[src/hdl/fsp_defines.svh]
// Register offsets, field positions, codes and sizes of the flash sequencer
`ifndef FSP_DEFINES_SVH
`define FSP_DEFINES_SVH
// Byte offsets of the registers
`define FSP_OFS_CTRL 8'h00
`define FSP_OFS_KEY 8'h04
`define FSP_OFS_ADRL 8'h08
`define FSP_OFS_ADRH 8'h0c
`define FSP_OFS_SRCL 8'h10
`define FSP_OFS_SRCH 8'h14
`define FSP_OFS_DAT0 8'h18
`define FSP_OFS_DAT1 8'h1c
// Control register fields
`define FSP_CTRL_LAUNCH 15
`define FSP_CTRL_WREN 14
`define FSP_CTRL_ERR 13
// Operation codes in control bits 3:0
`define FSP_OP_PAIR 4'h1
`define FSP_OP_ROW 4'h2
`define FSP_OP_PAGE 4'h3
// Unlock key values
`define FSP_KEY_FIRST 8'h55
`define FSP_KEY_SECOND 8'haa
// Array geometry; alignment bits in address units (two per instruction word)
`define FSP_ROW_WORDS 64
`define FSP_ROW_ALIGN_BITS 7
`define FSP_PAGE_ALIGN_BITS 10
`define FSP_BYTES_PER_WORD 3
// Reset value of every register
`define FSP_RST_ZERO 16'h0000
`endif

[src/hdl/fsp_pkg.sv]
// Types shared by the flash sequencer modules
package fsp_pkg;
  // Sequencer states
  typedef enum logic [2:0] {
    FSP_IDLE,
    FSP_ERASE,
    FSP_FREQ,
    FSP_FCAP,
    FSP_PRD,
    FSP_PWR,
    FSP_DONE
  } fsp_state_t;
endpackage

[src/hdl/fsp_key_unlock.sv]
// Two-write unlock key tracker guarding launches
`timescale 1ns/1ns
`include "fsp_defines.svh"
module fsp_key_unlock (
  input wire logic mclk,
  input wire logic sys_rst,
  input wire logic wr_take,
  input wire logic wr_key,
  input wire logic [7:0] wr_byte,
  output logic armed
);
  // All state of the tracker
  typedef struct packed {
    logic first;
    logic armed;
  } fsp_key_t;
  fsp_key_t q, d;

  // Every accepted write moves the sequence; only 0x55 then 0xaa arms
  always_comb begin
    d = q;
    if (wr_take) begin
      d.first = wr_key && (wr_byte == `FSP_KEY_FIRST);
      d.armed = wr_key && q.first && (wr_byte == `FSP_KEY_SECOND);
    end
  end

  // State register
  always_ff @(posedge mclk) begin
    if (sys_rst) begin
      q <= '0;
    end else begin
      q <= d;
    end
  end

  assign armed = q.armed;
endmodule

[src/hdl/fsp_row_buf.sv]
// Row buffer memory with registered read data
`timescale 1ns/1ns
module fsp_row_buf #(
  parameter int DEPTH = 64,
  parameter int WIDTH = 24
) (
  input wire logic mclk,
  input wire logic we,
  input wire logic [$clog2(DEPTH)-1:0] waddr,
  input wire logic [WIDTH-1:0] wdata,
  input wire logic [$clog2(DEPTH)-1:0] raddr,
  output logic [WIDTH-1:0] rdata
);
  // Memory words and read register as one state
  typedef struct packed {
    logic [DEPTH-1:0][WIDTH-1:0] mem;
    logic [WIDTH-1:0] rd;
  } fsp_buf_t;
  fsp_buf_t q, d;

  // Write and read port
  always_comb begin
    d = q;
    d.rd = q.mem[raddr];
    if (we) begin
      d.mem[waddr] = wdata;
    end
  end

  // Contents need no reset
  always_ff @(posedge mclk) begin
    q <= d;
  end

  assign rdata = q.rd;
endmodule

[src/hdl/fsp_flash_seq.sv]
// Run-time flash self-programming sequencer with Avalon-MM registers
//
// Overview of operation
// Row is 64 instruction words, 192 bytes
// Erase one page of eight rows
// Pages 1536-byte aligned, rows 192-byte aligned
// Core stalls while an operation runs
// Launch bit 15 starts, self-clears when finished
// Two-word program at every other word address
// Row data fetched from RAM at source address
// Software erases the page before programming
// Write 0x55 then 0xaa before launching
// Unlock key register is write-only
// Target address is upper byte plus lower half
// Control selects operation kind and holds launch
// Software places two no-ops after launch
// Launch without preceding key is ignored
`timescale 1ns/1ns
`include "fsp_defines.svh"
module fsp_flash_seq
  import fsp_pkg::*;
#(
  parameter int ROW_WORDS = `FSP_ROW_WORDS
) (
  input wire logic mclk,
  input wire logic sys_rst,
  input wire logic [7:0] avs_address,
  input wire logic avs_read,
  input wire logic avs_write,
  input wire logic [31:0] avs_writedata,
  input wire logic [3:0] avs_byteenable,
  output logic [31:0] avs_readdata,
  output logic avs_waitrequest,
  output logic cpu_stall,
  output logic flash_req,
  output logic flash_erase,
  output logic [23:0] flash_addr,
  output logic [23:0] flash_wdata,
  input wire logic flash_ack,
  output logic ram_rd,
  output logic [23:0] ram_addr,
  input wire logic [23:0] ram_rdata
);
  // Index width of the row buffer
  localparam int IW = $clog2(ROW_WORDS);

  // Refuse sizes the index and alignment cannot hold, while elaborating
  if (ROW_WORDS < 2 || ROW_WORDS > `FSP_ROW_WORDS ||
      (ROW_WORDS & (ROW_WORDS - 1)) != 0) begin : g_bad_rows
    $error("ROW_WORDS must be a power of two from 2 to 64");
  end

  // All state of the sequencer
  typedef struct packed {
    fsp_state_t st;
    logic [3:0] op;
    logic launch;
    logic wren;
    logic err;
    logic [15:0] adr_lo;
    logic [7:0] adr_hi;
    logic [15:0] src_lo;
    logic [7:0] src_hi;
    logic [23:0] dat0;
    logic [23:0] dat1;
    logic [6:0] idx;
    logic ack;
    logic [31:0] rdata;
    logic freq;
    logic ferase;
    logic [23:0] faddr;
    logic [23:0] fdata;
    logic rrd;
    logic [23:0] raddr;
  } fsp_regs_t;
  fsp_regs_t q, d;

  // Byte-enable mask for a register write
  function automatic logic [31:0] be_mask(input logic [3:0] be);
    return {{8{be[3]}}, {8{be[2]}}, {8{be[1]}}, {8{be[0]}}};
  endfunction

  // Merge written lanes into an old value
  function automatic logic [31:0] merge(input logic [31:0] old, input logic [31:0] wd,
                                        input logic [3:0] be);
    return (old & ~be_mask(be)) | (wd & be_mask(be));
  endfunction

  // Byte address in RAM of one row word
  function automatic logic [23:0] src_of(input logic [23:0] base, input logic [6:0] i);
    return base + 24'(`FSP_BYTES_PER_WORD) * {17'h0, i};
  endfunction

  // Bus handshake terms
  logic bus_req;
  logic bus_go;
  logic wr_take;
  logic armed;
  logic [31:0] wmerged;
  logic [23:0] target;
  logic [23:0] source;
  logic [23:0] row_rdata;
  logic [23:0] row_base;
  logic [23:0] pair_base;
  logic last_word;

  assign bus_req = avs_read || avs_write;
  // Writes wait while an operation runs; reads always answer
  assign bus_go = bus_req && !q.ack && !(avs_write && q.launch);
  assign wr_take = avs_write && q.ack;
  assign avs_waitrequest = bus_req && !q.ack;
  assign avs_readdata = q.rdata;
  // Full target and source addresses
  assign target = {q.adr_hi, q.adr_lo};
  assign source = {q.src_hi, q.src_lo};
  assign row_base = {target[23:`FSP_ROW_ALIGN_BITS], 7'h00};
  assign pair_base = {target[23:2], 2'b10};
  assign last_word = (q.op == `FSP_OP_PAIR) ? (q.idx == 7'd1) : (q.idx == 7'(ROW_WORDS - 1));

  // Unlock key tracker; any write other than the key pair disarms it
  fsp_key_unlock u_key (
    .mclk(mclk),
    .sys_rst(sys_rst),
    .wr_take(wr_take),
    .wr_key(avs_address == `FSP_OFS_KEY),
    .wr_byte(avs_writedata[7:0]),
    .armed(armed)
  );

  // Row buffer filled from RAM, drained to the flash
  fsp_row_buf #(
    .DEPTH(ROW_WORDS),
    .WIDTH(24)
  ) u_buf (
    .mclk(mclk),
    .we(q.st == FSP_FCAP),
    .waddr(q.idx[IW-1:0]),
    .wdata(ram_rdata),
    .raddr(q.idx[IW-1:0]),
    .rdata(row_rdata)
  );

  // Next-state logic: bus slave, register writes and sequencer
  always_comb begin
    d = q;
    d.ack = bus_go;
    wmerged = '0;
    // Read data captured at the first cycle of a read
    if (bus_go && avs_read) begin
      case (avs_address)
        `FSP_OFS_CTRL: d.rdata = {16'h0, q.launch, q.wren, q.err, 9'h0, q.op};
        `FSP_OFS_ADRL: d.rdata = {16'h0, q.adr_lo};
        `FSP_OFS_ADRH: d.rdata = {24'h0, q.adr_hi};
        `FSP_OFS_SRCL: d.rdata = {16'h0, q.src_lo};
        `FSP_OFS_SRCH: d.rdata = {24'h0, q.src_hi};
        `FSP_OFS_DAT0: d.rdata = {8'h0, q.dat0};
        `FSP_OFS_DAT1: d.rdata = {8'h0, q.dat1};
        // Key register and unmapped offsets read zero
        default: d.rdata = '0;
      endcase
    end
    // Register writes at the edge that ends the wait
    if (wr_take) begin
      case (avs_address)
        `FSP_OFS_CTRL: begin
          wmerged = merge({16'h0, q.launch, q.wren, q.err, 9'h0, q.op}, avs_writedata,
                          avs_byteenable);
          d.op = wmerged[3:0];
          d.wren = wmerged[`FSP_CTRL_WREN];
          d.err = wmerged[`FSP_CTRL_ERR];
          // Start only when enabled and the key pair came just before
          if (wmerged[`FSP_CTRL_LAUNCH] && wmerged[`FSP_CTRL_WREN] && armed) begin
            d.launch = 1'b1;
            d.idx = '0;
            case (wmerged[3:0])
              `FSP_OP_PAGE: d.st = FSP_ERASE;
              `FSP_OP_ROW: d.st = FSP_FREQ;
              `FSP_OP_PAIR: d.st = FSP_PRD;
              // Unknown operation flags an error and finishes
              default: begin
                d.err = 1'b1;
                d.st = FSP_DONE;
              end
            endcase
          end
        end
        `FSP_OFS_ADRL: begin
          wmerged = merge({16'h0, q.adr_lo}, avs_writedata, avs_byteenable);
          d.adr_lo = wmerged[15:0];
        end
        `FSP_OFS_ADRH: begin
          wmerged = merge({24'h0, q.adr_hi}, avs_writedata, avs_byteenable);
          d.adr_hi = wmerged[7:0];
        end
        `FSP_OFS_SRCL: begin
          wmerged = merge({16'h0, q.src_lo}, avs_writedata, avs_byteenable);
          d.src_lo = wmerged[15:0];
        end
        `FSP_OFS_SRCH: begin
          wmerged = merge({24'h0, q.src_hi}, avs_writedata, avs_byteenable);
          d.src_hi = wmerged[7:0];
        end
        `FSP_OFS_DAT0: begin
          wmerged = merge({8'h0, q.dat0}, avs_writedata, avs_byteenable);
          d.dat0 = wmerged[23:0];
        end
        `FSP_OFS_DAT1: begin
          wmerged = merge({8'h0, q.dat1}, avs_writedata, avs_byteenable);
          d.dat1 = wmerged[23:0];
        end
        // Key writes act only in the tracker; unmapped writes vanish
        default: wmerged = '0;
      endcase
    end
    // Sequencer
    d.rrd = 1'b0;
    case (q.st)
      // Waiting for a launch
      FSP_IDLE: begin
        d.freq = 1'b0;
      end
      // One erase request on the page boundary, held until acknowledged
      FSP_ERASE: begin
        d.freq = !(q.freq && flash_ack);
        d.ferase = 1'b1;
        d.faddr = {target[23:`FSP_PAGE_ALIGN_BITS], 10'h000};
        if (q.freq && flash_ack) begin
          d.st = FSP_DONE;
        end
      end
      // Ask RAM for the next source word
      FSP_FREQ: begin
        d.rrd = 1'b1;
        d.raddr = src_of(source, q.idx);
        d.st = FSP_FCAP;
      end
      // RAM word arrives and is written into the buffer
      FSP_FCAP: begin
        if (q.idx == 7'(ROW_WORDS - 1)) begin
          d.idx = '0;
          d.st = FSP_PRD;
        end else begin
          d.idx = q.idx + 7'd1;
          d.st = FSP_FREQ;
        end
      end
      // Buffer read settles before the word is presented
      FSP_PRD: begin
        d.st = FSP_PWR;
      end
      // Present one word to the flash until acknowledged
      FSP_PWR: begin
        d.freq = !(q.freq && flash_ack);
        d.ferase = 1'b0;
        if (q.op == `FSP_OP_PAIR) begin
          d.faddr = pair_base + {16'h0, q.idx, 1'b0};
          d.fdata = q.idx[0] ? q.dat1 : q.dat0;
        end else begin
          d.faddr = row_base + {16'h0, q.idx, 1'b0};
          d.fdata = row_rdata;
        end
        if (q.freq && flash_ack) begin
          if (last_word) begin
            d.st = FSP_DONE;
          end else begin
            d.idx = q.idx + 7'd1;
            d.st = FSP_PRD;
          end
        end
      end
      // Release the core and clear the launch bit
      FSP_DONE: begin
        d.freq = 1'b0;
        d.launch = 1'b0;
        d.st = FSP_IDLE;
      end
      default: d.st = FSP_IDLE;
    endcase
  end

  // State register
  always_ff @(posedge mclk) begin
    if (sys_rst) begin
      q <= '0;
      q.st <= FSP_IDLE;
    end else begin
      q <= d;
    end
  end

  // Outputs straight from flops
  assign cpu_stall = q.launch;
  assign flash_req = q.freq;
  assign flash_erase = q.ferase;
  assign flash_addr = q.faddr;
  assign flash_wdata = q.fdata;
  assign ram_rd = q.rrd;
  assign ram_addr = q.raddr;

  // Launch bit only rises on a write that followed the key pair
  a_launch_keyed: assert property (@(posedge mclk) disable iff (sys_rst)
    $rose(q.launch) |-> $past(armed) && $past(wr_take))
    else $error("launch without unlock");
  // Flash requests only while the core is stalled
  a_stall_cover: assert property (@(posedge mclk) disable iff (sys_rst)
    flash_req |-> cpu_stall)
    else $error("flash busy without stall");
  // Erase addresses sit on page boundaries
  a_erase_align: assert property (@(posedge mclk) disable iff (sys_rst)
    flash_req && flash_erase |-> flash_addr[9:0] == 10'h000)
    else $error("erase page misaligned");
  // Row words stay inside the addressed row
  a_row_addr: assert property (@(posedge mclk) disable iff (sys_rst)
    flash_req && !flash_erase && q.op == `FSP_OP_ROW |-> flash_addr[23:7] == target[23:7])
    else $error("row word outside row");
  // Pair words sit at the odd word boundary and the word after it
  a_pair_addr: assert property (@(posedge mclk) disable iff (sys_rst)
    flash_req && !flash_erase && q.op == `FSP_OP_PAIR |->
      flash_addr == {target[23:2], 2'b10} || flash_addr == {target[23:2], 2'b10} + 24'h2)
    else $error("pair address wrong");
  // One erase request per page, dropped right after its answer
  a_erase_once: assert property (@(posedge mclk) disable iff (sys_rst)
    flash_req && flash_erase && flash_ack |=> !flash_req)
    else $error("erase repeated");
  // RAM is read at source plus three bytes per word
  a_ram_source: assert property (@(posedge mclk) disable iff (sys_rst)
    ram_rd |-> ram_addr == src_of(source, q.idx))
    else $error("ram source address wrong");
  // Launch bit clears the cycle after completion
  a_launch_clear: assert property (@(posedge mclk) disable iff (sys_rst)
    q.st == FSP_DONE |=> !q.launch && !cpu_stall)
    else $error("launch bit not cleared");
  // Key register reads back zero
  a_key_silent: assert property (@(posedge mclk) disable iff (sys_rst)
    bus_go && avs_read && avs_address == `FSP_OFS_KEY |=> avs_readdata == 32'h0)
    else $error("key register readable");
  // Row fetch fills exactly the row before programming
  a_row_fill: assert property (@(posedge mclk) disable iff (sys_rst)
    q.st == FSP_FCAP && q.idx == 7'(ROW_WORDS - 1) |=> q.st == FSP_PRD && q.idx == 7'd0)
    else $error("row fetch length wrong");
  // A read ends its wait one cycle after it starts
  a_read_answer: assert property (@(posedge mclk) disable iff (sys_rst)
    avs_read && !q.ack |=> !avs_waitrequest)
    else $error("read not answered");
endmodule

[config.mk]
export PLATFORM = sky130hd
export DESIGN_NAME = fsp_flash_seq
export DESIGN_NICKNAME = d
export VERILOG_FILES = /design/src/hdl/fsp_pkg.sv /design/src/hdl/fsp_key_unlock.sv /design/src/hdl/fsp_row_buf.sv /design/src/hdl/fsp_flash_seq.sv
export VERILOG_INCLUDE_DIRS = /design/src /design/src/hdl
export SDC_FILE = /design/constraint.sdc
export NUM_CORES = 2
export LEC_CHECK = 0
export BUFFER_PORTS_ARGS = -buffer_cell sky130_fd_sc_hd__buf_2
export CAP_MARGIN = 25
export CORE_MARGIN = 2
export CORE_UTILIZATION = 45
export DETAILED_ROUTE_END_ITERATION = 8
export GPL_ROUTABILITY_DRIVEN = 0
export MAX_ROUTING_LAYER = met4
export PLACE_DENSITY = 0.64
export RECOVER_POWER = 100
export SKIP_CTS_REPAIR_TIMING = 1
export SLEW_MARGIN = 10
export SYNTH_ARGS = -nofsm -noshare
export SYNTH_HDL_FRONTEND = slang
export SYNTH_HIERARCHICAL = 1
export SYNTH_SLANG_ARGS = --single-unit
[constraint.sdc]
create_clock -name mclk -period 9.5 [get_ports mclk]
set_clock_uncertainty 0.05 [all_clocks]
set_input_delay 1.425 -clock mclk [delete_from_list [all_inputs] [get_ports mclk]]
set_output_delay 1.425 -clock mclk [all_outputs]
set_load 0.01 [all_outputs]
==> impl_metrics.csv <==
group,metric,value,unit
timing,relSlewSlack,-2.590,
worst_setup_path,crit_required,9.85,ns
clock_network,clk_pin_slew,0.06,ns
timing,tightest_slew,5.384,ns
detailed_routing,firstDrtPassIters,6,
power,ir_worst_vdd,0.1777,mV
die,core.rowCount,146,
min_path,whs_path_depth,1,
yosys,synth_top_area_frac,0.6448,
job,max_cap_viol_count,61,
layout,fin_nets,4343,
die,initial_core_util,0.4522,
yosys,synth_edf_count,1536,
timing,rsz0062_at_grt,"false",
clock_network,cts_tree,"yes",
die,dieArea,0.1622,mm2
global_route,grt_overflow,0,
yosys,yosys.area.top_type,"edfxtp_1",
yosys,yosysWarnings,6,
detailed_routing,avgViaCountPerCell,5.921,
layout,final_cells,6466,
detailed_routing,drt-total-wl,179100,um
worst_setup_path,cp_top_family,"buffers and inverters",
worst_setup_path,endpoint_kind,"flip-flop",
detailed_routing,vias,38290,
timing,min_period_over_period,0.7359,
clock_network,htreeDepth,4,
status,outcome,"complete, but fails checks",
worst_setup_path,r2r_setup_slack,2.51,ns
clock_network,clock_path_buffers,3,
global_route,grt_pass1_vias,37440,
detailed_routing,drc,0,
yosys,yosysSeqAreaShare,0.7114,
power,p_per_area,199.3,mW/mm2
detailed_routing,ant_nets,0,
worst_setup_path,r2r-start,"q[112]$_SDFF_PP0_",
yosys,async_reset_ff_frac,0,
yosys,synth_area_leaders,"edfxtp_1 (64%), mux4_2 (9.7%), dfxtp_1 (6.7%), mux2_2 (3.0%), mux2i_1 (2.7%)",
global_route,grt_usage,0.2250,
worst_setup_path,critPathBufInv,2,
global_route,antenna_found_initial,6,
detailed_routing,drtIter0Drc,4484,
layout,design_area,0.07981,mm2
min_path,min_from,"avs_readdata[11]$_SDFFE_PP0P_",
timing,slew_viol_final,2454,
place,dpl_cell_area,0.07415,mm2
clock_network,cts_buffers,180,
place,hpwl,101000,um
global_route,grt_max_degree,122,
layout,syn_to_final_growth,11.56,%
yosys,synth_seq_cells,1774,
worst_setup_path,crit_arrival,7.34,ns
die,ios,182,
timing,period_minus_slack,6.991,ns
worst_setup_path,crit_fanout,39,
layout,drive_gt1_frac,0.2218,
timing,setup_viol,0,
layout,final_util,0.5045,
worst_setup_path,cpPeakStageDelay,2.22,ns
place,port_buffers,163,
yosys,ys.flop_type,"edfxtp_1",
status,violations,"capacitance limit, slew limit",
yosys,syn_inst,4117,
min_path,hold_path.class,"flip-flop to flip-flop",
layout,num-fill-cells,12930,
die,core,0.1582,mm2
worst_setup_path,cp_cell_sequence,"clkbuf_1, or3b_2, nor2_1, clkbuf_1",
timing,final_hold_viol_count,0,
worst_setup_path,start_kind,"flip-flop",
clock_network,clkSinkCount,1774,
yosys,synth.distinct_cells,77,
timing,fin_tns_setup,0,ns
place,place_ws,4.853,ns
place,post-place-cells,6127,
timing,fin_ws,2.509,ns
yosys,syn-cell-area,0.07154,mm2
worst_setup_path,path_class,"flip-flop to flip-flop",
detailed_routing,wl_per_cell,27.70,um
worst_setup_path,slowest_stage,"clkbuf_1",
die,fp.dieH,402.7,um
clock_network,worstSkewPairLatency,0.81,ns
clock_network,cts_root_buf,"clkbuf_16",
yosys,yosysMostFrequentCell,"edfxtp_1",
yosys,synth_common_cells,"edfxtp_1 (1,536), mux4_2 (308), dfxtp_1 (238)",
yosys,syn_avg_cell_area,17.38,um2
global_route,grt_first_pass_wirelength,257900,um
die,fp.dieW,402.7,um
worst_setup_path,crit_top_cell,"clkbuf_1",
worst_setup_path,cp-startpoint,"q[112]$_SDFF_PP0_",
worst_setup_path,worst_r2r_path_depth,4,
worst_setup_path,r2r-end,"u_buf/q[467]$_DFFE_PP_",
min_path,hold_end,"avs_readdata[11]$_SDFFE_PP0P_",
timing,fmax,0.1430,GHz
power,p_leak,24.25,nW
-- logic make-up (layout without fill, tap and decap cells) --
| kind of cell | count (synthesis) | after routing | share of synthesized area |
|---|---|---|---|
| flip-flops | 1774 | 1774 | 0.7114 |
| AO/OA/AOI/OAI | 490 | 490 | 0.04519 |
| adder cells (fa/ha/maj) | 33 | 33 | 0.006611 |
| buffers and inverters | 390 | 656 | 0.03150 |
| AND/OR/NAND/NOR | 698 | 698 | 0.04645 |
| multiplexers | 694 | 694 | 0.1543 |
| other | 1 | 12 | 0.00005242 |
| XOR/XNOR | 37 | 37 | 0.004530 |
-- layer usage --
layer,global-route usage,share of wire,routed length (um),vias to the layer above
li1,-,-,-,16460
met1,0.3145,0.43,76470,19940
met2,0.3413,0.47,83390,1594
met3,0.03874,0.078,13950,292
met4,0.06597,0.030,5303,0
met5,-,0,0,-
-- state kept, by name, summed over array words and instances (netlist names), named ones only --
| name | flops |
|---|---|
| avs_readdata | 24 |
| flash_wdata | 24 |
| ram_addr | 24 |
| u_buf/q | 1536 |
| q | 17 |
| u_key/q | 1 |
| ram_rd | 1 |
| cpu_stall | 1 |
| flash_erase | 1 |
| flash_addr | 23 |
| u_buf/rdata | 24 |
| u_key/armed | 1 |
| flash_req | 1 |
-- final cells by class --
type / instances / area (um2) / share of cell area
sequential: 1774 / 50900 / 0.6378
antenna: 3 / 7.507 / 0.00009406
clock inverter: 103 / 1219 / 0.01527
tap: 2072 / 2592 / 0.03248
clock buffer: 233 / 4898 / 0.06138
inverter: 20 / 75.07 / 0.0009406
multi-input combinational: 1961 / 18600 / 0.2331
timing repair buffer: 300 / 1513 / 0.01895
-- worst reg2reg max path, cell delays in order (launching register included) --
cell	delay, ns
dfxtp_1	1.92
clkbuf_1	2.28
or3b_2	0.71
nor2_1	0.47
clkbuf_1	1.13
-- cell usage in the layout (no fill, tap or decap), types with 16 or more instances in the layout --
cell type	Yosys	final
edfxtp_1	1536	1536
clkinv_1	0	33
bufinv_16	0	22
nor2b_1	65	64
a21oi_1	111	111
o211ai_1	31	31
clkbuf_1	121	211
a221o_1	16	16
ha_1	25	25
clkinv_2	0	24
dfxtp_1	238	234
o21ai_0	67	77
clkbuf_16	0	184
mux4_2	308	308
o22ai_1	81	81
mux2i_1	196	196
buf_4	149	67
nor2_1	228	169
a22oi_1	18	18
nor3_1	91	91
xnor2_1	22	22
inv_1	20	20
mux2_2	190	190
nor2_2	3	58
nand3_1	44	44
a211oi_1	84	84
buf_2	76	56
nand2_1	167	167
-- through the flow --
stage	power (W)	hold WS, ns
5_1_grt	0.01635	0.4254
3_3_place_gp	0.008793	0.3809
2_1_floorplan	0.008655	0.3756
3_5_place_dp	0.008805	0.3863
6_report	0.01591	0.4010
4_1_cts	0.01602	0.3995
-- worst max path at each step --
stage / to / slack, ns / cells past startpoint
global route: u_buf/q[1354]$_DFFE_PP_ / 2.33 / 4
global placement: u_buf/q[363]$_DFFE_PP_ / 4.95 / 6
finish: u_buf/q[467]$_DFFE_PP_ / 2.51 / 4
detailed placement: u_buf/q[363]$_DFFE_PP_ / 4.85 / 6
CTS: u_buf/q[363]$_DFFE_PP_ / 4.81 / 6
floorplan: ram_addr[21]$_SDFFE_PP0P_ / 5.99 / 12
-- power breakdown --
group	total, W	switching (W)	leakage (nW)	internal [W]
sequential	0.00847	0.000000569	15.7	0.00847
combinational	0.000180	0.000162	5.57	0.0000181
clock	0.00726	0.00301	2.96	0.00426
total	0.0159	0.00317	24.3	0.0127
(Power assumes the default switching activity.)
